===== src/include/ctu_defs.svh =====
`ifndef CTU_DEFS_SVH
`define CTU_DEFS_SVH

// ****************************************
// register offsets (word index on the plain register port)
// ****************************************
`define OFS_MAIN_CTRL 4'h0
`define OFS_CURRENT_CTRL 4'h1
`define OFS_EDGE_B_CONFIG 4'h2
`define OFS_EDGE_A_CONFIG 4'h3
`define OFS_IRQ_FLAG 4'h4
`define OFS_IRQ_ENABLE 4'h5

// ****************************************
// main control fields
// ****************************************
`define BIT_UNIT_ENABLE 7
`define BIT_EDGE_INPUTS_ENABLE 3
`define BIT_ORDERED_EDGES 2
`define BIT_SOURCE_DISCHARGE 1
`define BIT_CONV_TRIGGER_ENABLE 0

// ****************************************
// edge channel config fields
// ****************************************
`define BIT_SENSITIVITY 7
`define BIT_POLARITY 6
`define SRC_MSB 5
`define SRC_LSB 2
`define BIT_B_FLAG 1
`define BIT_A_FLAG 0

// ****************************************
// current control fields
// ****************************************
`define TRIM_MSB 7
`define TRIM_LSB 2
`define RANGE_MSB 1
`define RANGE_LSB 0

// ****************************************
// reset values
// ****************************************
`define RESET_BYTE 8'h00
`define RESET_RANGE 2'h0
`define RESET_TRIM 6'h00

`endif


===== src/include/ctu_pkg.sv =====
package ctu_pkg;
    typedef logic [7:0] byte_type;
    typedef logic [3:0] addr_type;
    typedef logic [15:0] source_vec_type;
endpackage


===== src/include/edge_chan_if.sv =====
`timescale 1ns/1ps
`default_nettype none
interface edge_chan_if;
    logic sensitivity;
    logic polarity;
    logic [3:0] source_sel;
    logic [15:0] sources;
    logic event_hit;
    modport ctrl (output sensitivity, polarity, source_sel, sources, input event_hit);
    modport chan (input sensitivity, polarity, source_sel, sources, output event_hit);
endinterface
`default_nettype wire


===== src/hdl/edge_channel.sv =====
`timescale 1ns/1ps
`default_nettype none
module edge_channel (
    // clock and reset
    input wire logic mclk,
    input wire logic rstn,
    // channel config and result
    edge_chan_if.chan ch
);
    import ctu_pkg::*;

    logic [15:0] sync1_reg;
    logic [15:0] sync2_reg;
    logic prev_reg;
    wire logic sel_level;
    wire logic active_level;
    wire logic active_prev;

    // ****************************************
    // synchronise every source before selection
    // ****************************************
    // selecting after sync avoids a glitch when the source field changes
    genvar i;
    generate
        for (i = 0; i < 16; i++) begin : g_sync
            always_ff @(posedge mclk or negedge rstn) begin
                if (!rstn) begin
                    sync1_reg[i] <= 1'b0;
                    sync2_reg[i] <= 1'b0;
                end else begin
                    sync1_reg[i] <= ch.sources[i];
                    sync2_reg[i] <= sync1_reg[i];
                end
            end
        end
    endgenerate

    assign sel_level = sync2_reg[ch.source_sel];
    assign active_level = ch.polarity ? sel_level : ~sel_level;
    assign active_prev = ch.polarity ? prev_reg : ~prev_reg;

    always_ff @(posedge mclk or negedge rstn) begin
        if (!rstn) begin
            prev_reg <= 1'b0;
        end else begin
            prev_reg <= sel_level;
        end
    end

    // level mode fires while the level matches, so a config change onto a matching input hits at once
    assign ch.event_hit = ch.sensitivity ? (active_level & ~active_prev) : active_level;
endmodule
`default_nettype wire


===== src/hdl/charge_time_unit.sv =====
`timescale 1ns/1ps
`default_nettype none
`include "ctu_defs.svh"
module charge_time_unit (
    // clock and reset
    input wire logic mclk,
    input wire logic rstn,
    // register port
    input wire ctu_pkg::addr_type reg_addr,
    input wire ctu_pkg::byte_type reg_wdata,
    input wire logic reg_wr,
    input wire logic reg_rd,
    output ctu_pkg::byte_type reg_rdata,
    // edge sources: pins one and two feed both channels, pins a channel a only
    input wire logic edge_pin_one,
    input wire logic edge_pin_two,
    input wire logic [5:0] edge_pins_a,
    // edge sources, channel b
    input wire logic [4:0] edge_pins_b,
    // shared sources
    input wire logic [2:0] comparator_out,
    input wire logic [2:0] capture_compare_trig,
    input wire logic capture_compare_one_irq,
    input wire logic timer_one_irq,
    // analog side
    output logic current_enable,
    output logic source_discharge_out,
    output logic [1:0] current_range_out,
    output logic [5:0] current_trim_out,
    output logic conversion_trigger,
    // interrupt
    output logic irq_request
);
    import ctu_pkg::*;

    // ****************************************
    // register state
    // ****************************************
    logic unit_enable_reg;
    logic edge_inputs_enable_reg;
    logic ordered_edges_enable_reg;
    logic source_discharge_reg;
    logic conversion_trigger_enable_reg;
    logic [1:0] current_range_sel_reg;
    logic [5:0] current_trim_reg;
    logic edge_a_sensitivity_sel_reg;
    logic edge_a_polarity_reg;
    logic [3:0] edge_a_source_sel_reg;
    logic edge_b_sensitivity_sel_reg;
    logic edge_b_polarity_reg;
    logic [3:0] edge_b_source_sel_reg;
    logic edge_a_seen_flag_reg;
    logic edge_b_seen_flag_reg;
    logic irq_flag_reg;
    logic irq_enable_reg;
    logic current_enable_reg;
    logic conversion_trigger_reg;
    byte_type reg_rdata_reg;

    logic edge_a_seen_flag_next;
    logic edge_b_seen_flag_next;
    logic irq_flag_next;

    // ****************************************
    // edge channels
    // ****************************************
    edge_chan_if chan_a ();
    edge_chan_if chan_b ();

    // channel a: 15-13 comparators, 12-10 triggers, 9-4 pins 8..3, 3 pin one, 2 pin two, 1/0 irqs
    assign chan_a.sources = {comparator_out[2], comparator_out[1], comparator_out[0],
                             capture_compare_trig[2], capture_compare_trig[1], capture_compare_trig[0],
                             edge_pins_a[5], edge_pins_a[4], edge_pins_a[3],
                             edge_pins_a[2], edge_pins_a[1], edge_pins_a[0],
                             edge_pin_one, edge_pin_two, capture_compare_one_irq, timer_one_irq};
    // channel b: 15-13 comparators, 12 reserved (tied low, never fires with high polarity), 11-9 triggers, 8-4 pins 13..9
    assign chan_b.sources = {comparator_out[2], comparator_out[1], comparator_out[0], 1'b0,
                             capture_compare_trig[2], capture_compare_trig[1], capture_compare_trig[0],
                             edge_pins_b[4], edge_pins_b[3], edge_pins_b[2],
                             edge_pins_b[1], edge_pins_b[0],
                             edge_pin_one, edge_pin_two, capture_compare_one_irq, timer_one_irq};
    assign chan_a.sensitivity = edge_a_sensitivity_sel_reg;
    assign chan_a.polarity = edge_a_polarity_reg;
    assign chan_a.source_sel = edge_a_source_sel_reg;
    assign chan_b.sensitivity = edge_b_sensitivity_sel_reg;
    assign chan_b.polarity = edge_b_polarity_reg;
    assign chan_b.source_sel = edge_b_source_sel_reg;

    edge_channel u_chan_a (
        .mclk(mclk),
        .rstn(rstn),
        .ch(chan_a.chan)
    );

    edge_channel u_chan_b (
        .mclk(mclk),
        .rstn(rstn),
        .ch(chan_b.chan)
    );

    // ****************************************
    // decode
    // ****************************************
    wire logic wr_main = reg_wr && (reg_addr == `OFS_MAIN_CTRL);
    wire logic wr_current = reg_wr && (reg_addr == `OFS_CURRENT_CTRL);
    wire logic wr_b_cfg = reg_wr && (reg_addr == `OFS_EDGE_B_CONFIG);
    wire logic wr_a_cfg = reg_wr && (reg_addr == `OFS_EDGE_A_CONFIG);
    wire logic wr_irq_flag = reg_wr && (reg_addr == `OFS_IRQ_FLAG);
    wire logic wr_irq_enable = reg_wr && (reg_addr == `OFS_IRQ_ENABLE);

    wire logic edges_live = unit_enable_reg && edge_inputs_enable_reg;
    wire logic hit_a = edges_live && chan_a.event_hit;
    // channel b waits for channel a when ordering is on
    wire logic b_allowed = !ordered_edges_enable_reg || edge_a_seen_flag_reg;
    wire logic hit_b = edges_live && chan_b.event_hit && b_allowed;

    // ****************************************
    // status flags
    // ****************************************
    // a software write loads both flags at once; a hardware hit in that cycle still wins
    always_comb begin
        edge_a_seen_flag_next = edge_a_seen_flag_reg;
        edge_b_seen_flag_next = edge_b_seen_flag_reg;
        if (wr_a_cfg) begin
            edge_a_seen_flag_next = reg_wdata[`BIT_A_FLAG];
            edge_b_seen_flag_next = reg_wdata[`BIT_B_FLAG];
        end
        if (hit_a) begin
            edge_a_seen_flag_next = 1'b1;
        end
        if (hit_b) begin
            edge_b_seen_flag_next = 1'b1;
        end
    end

    wire logic exactly_one = edge_a_seen_flag_next ^ edge_b_seen_flag_next;
    // follow the enable being written, so the source drops in the same cycle as the unit
    wire logic unit_enable_next = wr_main ? reg_wdata[`BIT_UNIT_ENABLE] : unit_enable_reg;
    wire logic current_enable_next = unit_enable_next && exactly_one;
    wire logic source_off_event = current_enable_reg && !current_enable_next;
    // the hit that completes the pair is the second edge, whichever channel it came on
    wire logic second_edge = (hit_a || hit_b) && edge_a_seen_flag_next && edge_b_seen_flag_next &&
        !(edge_a_seen_flag_reg && edge_b_seen_flag_reg);

    always_comb begin
        irq_flag_next = irq_flag_reg;
        if (wr_irq_flag) begin
            irq_flag_next = reg_wdata[0];
        end
        if (source_off_event) begin
            irq_flag_next = 1'b1;
        end
    end

    // ****************************************
    // registers
    // ****************************************
    always_ff @(posedge mclk or negedge rstn) begin
        if (!rstn) begin
            unit_enable_reg <= 1'b0;
            edge_inputs_enable_reg <= 1'b0;
            ordered_edges_enable_reg <= 1'b0;
            source_discharge_reg <= 1'b0;
            conversion_trigger_enable_reg <= 1'b0;
        end else if (wr_main) begin
            unit_enable_reg <= reg_wdata[`BIT_UNIT_ENABLE];
            edge_inputs_enable_reg <= reg_wdata[`BIT_EDGE_INPUTS_ENABLE];
            ordered_edges_enable_reg <= reg_wdata[`BIT_ORDERED_EDGES];
            source_discharge_reg <= reg_wdata[`BIT_SOURCE_DISCHARGE];
            conversion_trigger_enable_reg <= reg_wdata[`BIT_CONV_TRIGGER_ENABLE];
        end
    end

    always_ff @(posedge mclk or negedge rstn) begin
        if (!rstn) begin
            current_range_sel_reg <= `RESET_RANGE;
            current_trim_reg <= `RESET_TRIM;
        end else if (wr_current) begin
            current_range_sel_reg <= reg_wdata[`RANGE_MSB:`RANGE_LSB];
            current_trim_reg <= reg_wdata[`TRIM_MSB:`TRIM_LSB];
        end
    end

    always_ff @(posedge mclk or negedge rstn) begin
        if (!rstn) begin
            edge_b_sensitivity_sel_reg <= 1'b0;
            edge_b_polarity_reg <= 1'b0;
            edge_b_source_sel_reg <= 4'h0;
        end else if (wr_b_cfg) begin
            edge_b_sensitivity_sel_reg <= reg_wdata[`BIT_SENSITIVITY];
            edge_b_polarity_reg <= reg_wdata[`BIT_POLARITY];
            edge_b_source_sel_reg <= reg_wdata[`SRC_MSB:`SRC_LSB];
        end
    end

    always_ff @(posedge mclk or negedge rstn) begin
        if (!rstn) begin
            edge_a_sensitivity_sel_reg <= 1'b0;
            edge_a_polarity_reg <= 1'b0;
            edge_a_source_sel_reg <= 4'h0;
        end else if (wr_a_cfg) begin
            edge_a_sensitivity_sel_reg <= reg_wdata[`BIT_SENSITIVITY];
            edge_a_polarity_reg <= reg_wdata[`BIT_POLARITY];
            edge_a_source_sel_reg <= reg_wdata[`SRC_MSB:`SRC_LSB];
        end
    end

    always_ff @(posedge mclk or negedge rstn) begin
        if (!rstn) begin
            edge_a_seen_flag_reg <= 1'b0;
            edge_b_seen_flag_reg <= 1'b0;
            current_enable_reg <= 1'b0;
            conversion_trigger_reg <= 1'b0;
        end else begin
            edge_a_seen_flag_reg <= edge_a_seen_flag_next;
            edge_b_seen_flag_reg <= edge_b_seen_flag_next;
            current_enable_reg <= current_enable_next;
            conversion_trigger_reg <= conversion_trigger_enable_reg && second_edge;
        end
    end

    always_ff @(posedge mclk or negedge rstn) begin
        if (!rstn) begin
            irq_flag_reg <= 1'b0;
            irq_enable_reg <= 1'b0;
        end else begin
            irq_flag_reg <= irq_flag_next;
            if (wr_irq_enable) begin
                irq_enable_reg <= reg_wdata[0];
            end
        end
    end

    // ****************************************
    // read port
    // ****************************************
    byte_type rd_mux;
    always_comb begin
        case (reg_addr)
            `OFS_MAIN_CTRL: rd_mux = {unit_enable_reg, 3'h0, edge_inputs_enable_reg,
                                      ordered_edges_enable_reg, source_discharge_reg,
                                      conversion_trigger_enable_reg};
            `OFS_CURRENT_CTRL: rd_mux = {current_trim_reg, current_range_sel_reg};
            `OFS_EDGE_B_CONFIG: rd_mux = {edge_b_sensitivity_sel_reg, edge_b_polarity_reg,
                                          edge_b_source_sel_reg, 2'h0};
            `OFS_EDGE_A_CONFIG: rd_mux = {edge_a_sensitivity_sel_reg, edge_a_polarity_reg,
                                          edge_a_source_sel_reg, edge_b_seen_flag_reg,
                                          edge_a_seen_flag_reg};
            `OFS_IRQ_FLAG: rd_mux = {7'h00, irq_flag_reg};
            `OFS_IRQ_ENABLE: rd_mux = {7'h00, irq_enable_reg};
            default: rd_mux = `RESET_BYTE;
        endcase
    end

    always_ff @(posedge mclk or negedge rstn) begin
        if (!rstn) begin
            reg_rdata_reg <= `RESET_BYTE;
        end else if (reg_rd) begin
            reg_rdata_reg <= rd_mux;
        end else begin
            reg_rdata_reg <= `RESET_BYTE;
        end
    end

    // ****************************************
    // outputs
    // ****************************************
    assign reg_rdata = reg_rdata_reg;
    assign current_enable = current_enable_reg;
    assign source_discharge_out = source_discharge_reg;
    assign current_range_out = current_range_sel_reg;
    assign current_trim_out = current_trim_reg;
    assign conversion_trigger = conversion_trigger_reg;
    assign irq_request = irq_flag_reg && irq_enable_reg;
endmodule
`default_nettype wire


===== config.mk =====
export PLATFORM = sky130hd
export DESIGN_NAME = charge_time_unit
export DESIGN_NICKNAME = d
export VERILOG_FILES = /design/src/include/ctu_pkg.sv /design/src/include/edge_chan_if.sv /design/src/hdl/edge_channel.sv /design/src/hdl/charge_time_unit.sv
export VERILOG_INCLUDE_DIRS = /design/src /design/src/include
export SDC_FILE = /design/constraint.sdc
export NUM_CORES = 1
export LEC_CHECK = 0
export BUFFER_PORTS_ARGS = -buffer_cell sky130_fd_sc_hd__buf_2
export CAP_MARGIN = 20
export CORE_MARGIN = 1
export CORE_UTILIZATION = 55
export CTS_CLUSTER_SIZE = 24
export DETAILED_ROUTE_END_ITERATION = 10
export PLACE_DENSITY = 0.89
export SLEW_MARGIN = 10
export SYNTH_ARGS = -nofsm -noshare
export SYNTH_HDL_FRONTEND = slang
export SYNTH_SLANG_ARGS = --single-unit

===== constraint.sdc =====
create_clock -name mclk -period 2.92 [get_ports mclk]
set_input_delay 0.146 -clock mclk [delete_from_list [all_inputs] [get_ports mclk]]
set_output_delay 0.146 -clock mclk [all_outputs]
set_load 0.01 [all_outputs]

==> results.json <==
{
  "status": "completed",
  "cts_setup_buffers": 0,
  "setup_viol": 0,
  "yosys-top-cells-area": "dfrtp_1, mux2_2, mux4_2, mux4_1, mux2i_1",
  "antenna_left": 0,
  "drive_gt1_frac": 0.390,
  "crit_arrival_ns": 2.66,
  "cts_resized": 0,
  "cp_slowest_cell": "mux4_1",
  "hpwl_mm": 3.67,
  "gp_congestion": 0.788,
  "setup.worst_path.start": "chan_a.source_sel[0]",
  "r2r_end": "irq_flag_reg",
  "path_cells": "mux4_1 -> mux4_2 -> xor2_1 -> o21ai_4 -> and4b_2 -> a211oi_2",
  "slew_headroom": 0.351,
  "r2r_start": "chan_a.source_sel[0]",
  "antennaDiodeCount": 0,
  "start_util": 0.572,
  "synth_top_cell_by_area": "dfrtp_1",
  "drc_errors": 0,
  "rsz0062_at_grt": "false",
  "die_y_um": 77.9,
  "critical_path_class": "flop to flop",
  "grt_pass1_vias": 2004,
  "grt_first_pass_wirelength_mm": 9.87,
  "cp_top_family": "multiplexers",
  "vdd_ir_drop_max_uv": 470,
  "r2r_cells": 6,
  "syn2layout_area_growth_pct": 25.3,
  "drtIter0Drc": 92,
  "whs_ns": 0.0584,
  "die_w_um": 77.9,
  "clock_path_buffers": 2,
  "synthCells": 201,
  "ios": 57,
  "hold_path_class": "input pin to flop",
  "fp.dieArea_um2": 6070,
  "ys_types": 35,
  "root_buffer": "clkbuf_8",
  "ys_seq_area_frac": 0.656,
  "p_per_area_nw_per_um2": 725,
  "path_depth": 6,
  "ys_warn_count": 0,
  "timing.final.crit_share": 0.822,
  "synth.ff_latch_count": 83,
  "routed_wl_mm": 5.90,
  "fin_setup_tns_ns": 0,
  "coreArea_um2": 5540,
  "max_freq_ghz": 0.417,
  "clock-sinks": 83,
  "route.met2.wl_mm": 3.07,
  "rrSetupSlack_ns": 0.52,
  "wire_per_inst_um": 16.3,
  "gr-total-overflow": 0,
  "vias_per_cell": 5.27,
  "netlist.area_leader.share": 0.656,
  "worst_setup_path_start_kind": "flop",
  "dr.pass1.iters": 4,
  "cts-buffers-inserted": 9,
  "htree_levels": 3,
  "num_vias": 1907,
  "netlist_area_um2": 3170,
  "maxCapViolations": 0,
  "hold_viol_final": 0,
  "grt_antenna_before_repair": 0,
  "largest_reg_flops": 15,
  "clk_pin_slew_worst_paths_ns": 0.08,
  "crit_buf_inv": 0,
  "leakagePower_nw": 1.86,
  "cp-end-kind": "flop",
  "crit_end": "irq_flag_reg",
  "maxSlewViolCount": 0,
  "routed.top_layer": "met4",
  "cts_tree": "built",
  "dpl_worst_slack_ns": 0.519,
  "worstHoldStart": "reg_rd",
  "avgSynthCellArea_um2": 15.8,
  "total_power_mw": 2.88,
  "grt_start_max_net_pins": 84,
  "syn_nets": 238,
  "fin_crit_ns": 2.40,
  "worstSkewPairLatency_ns": 0.35,
  "nets": 322,
  "clock_skew_ns": 0.00941,
  "met1_length_mm": 2.41,
  "rows": 27,
  "worstPathMaxFanout": 6,
  "slowest_delay_ns": 0.59,
  "worst_slew_pin_slew_ns": 0.973,
  "cp_data_required_time_ns": 3.18,
  "n_fill_cell": 385,
  "port-buffer-count": 56,
  "grt_usage": 0.224,
  "layout_setup_ws_ns": 0.520,
  "wl_met3_um": 291
}
-- worst min path at each step --
stage	to	cells past startpoint
detailed placement	u_chan_b.sync1_reg[3]	1
global placement	u_chan_b.sync1_reg[11]	1
finish	reg_rdata[0]	2
global route	source_discharge_out	2
CTS	reg_rdata[0]	2
floorplan	chan_a.polarity	0
-- metrics by stage --
step	cells	utilization	instance area (um2)
2_1_floorplan	201	-	3170
3_3_place_gp	323	0.634	3510
3_5_place_dp	323	0.634	3510
4_1_cts	362	0.716	3970
5_1_grt	362	0.716	3970
6_report	362	0.716	3970
-- synth_stat cells --
master,count
inv_1,4
and4b_2,1
xnor2_1,1
o22ai_1,1
clkbuf_1,4
nor3_1,1
o211a_1,1
a211oi_1,2
nor3b_1,3
buf_1,1
mux4_2,6
nand2_1,10
mux2i_4,1
and2_1,1
buf_2,1
o21ai_4,1
nor2_1,8
mux2i_1,7
a31oi_1,1
and3_1,2
buf_6,1
dfrtp_1,83
a211oi_2,1
nand3b_1,1
xor2_1,1
mux4_1,5
a221oi_1,1
o21ai_0,6
mux2_2,28
a21oi_1,3
or3b_2,2
a22oi_1,3
nor2b_1,6
o21a_1,1
nand3_1,2
-- layout by cell type, fill, tap and decap left out, drive strengths merged, types with 2 or more instances in the layout --
| master | Yosys | layout |
|---|---|---|
| a211oi | 3 | 3 |
| a21oi | 3 | 3 |
| a22oi | 3 | 3 |
| and3 | 2 | 2 |
| buf | 3 | 57 |
| bufinv | 0 | 2 |
| clkbuf | 4 | 10 |
| clkinv | 0 | 2 |
| clkinvlp | 0 | 2 |
| dfrtp | 83 | 83 |
| dlygate4sd3 | 0 | 23 |
| inv | 4 | 4 |
| mux2 | 28 | 28 |
| mux2i | 8 | 8 |
| mux4 | 11 | 11 |
| nand2 | 10 | 10 |
| nand3 | 2 | 2 |
| nor2 | 8 | 8 |
| nor2b | 6 | 6 |
| nor3b | 3 | 3 |
| o21ai | 7 | 7 |
| or3b | 2 | 2 |
-- logic make-up (layout without fill, tap and decap cells) --
| family | Yosys count | in the layout | synth area share |
|---|---|---|---|
| xor+xnor | 2 | 2 | 0.00553 |
| flops | 83 | 83 | 0.656 |
| compound gates | 21 | 21 | 0.0474 |
| buf+inv | 11 | 100 | 0.0158 |
| mux | 47 | 47 | 0.213 |
| simple gates | 37 | 37 | 0.0624 |
-- cell type report --
cell class                 count  area [um2]  share of cell area
tap                           72        90.1              0.0227
clock inverter                 6        88.8              0.0224
clock buffer                  10         138              0.0347
inverter                       4        15.0             0.00378
timing repair buffer          80         520               0.131
multi-input combinational    107        1040               0.262
sequential                    83        2080               0.523
-- routing by layer --
metal | track usage | up-vias
li1 | - | 892
met1 | 0.262 | 942
met2 | 0.387 | 58
met3 | 0.0671 | 15
met4 | 0.0925 | 0
met5 | 0 | -
-- power breakdown --
group | total, mW | switching (mW) | leakage (nW) | internal [mW]
sequential | 1.43 | 0.128 | 1.00 | 1.30
combinational | 0.535 | 0.236 | 0.751 | 0.299
clock | 0.909 | 0.404 | 0.108 | 0.504
-- repair_timing --
item | CTS | global route
endpoints found under the setup margin | 0 | 0
hold endpoints to repair | 105 | 0
hold buffers | 23 | 0
No activity file was read; power rests on OpenSTA's default activity.
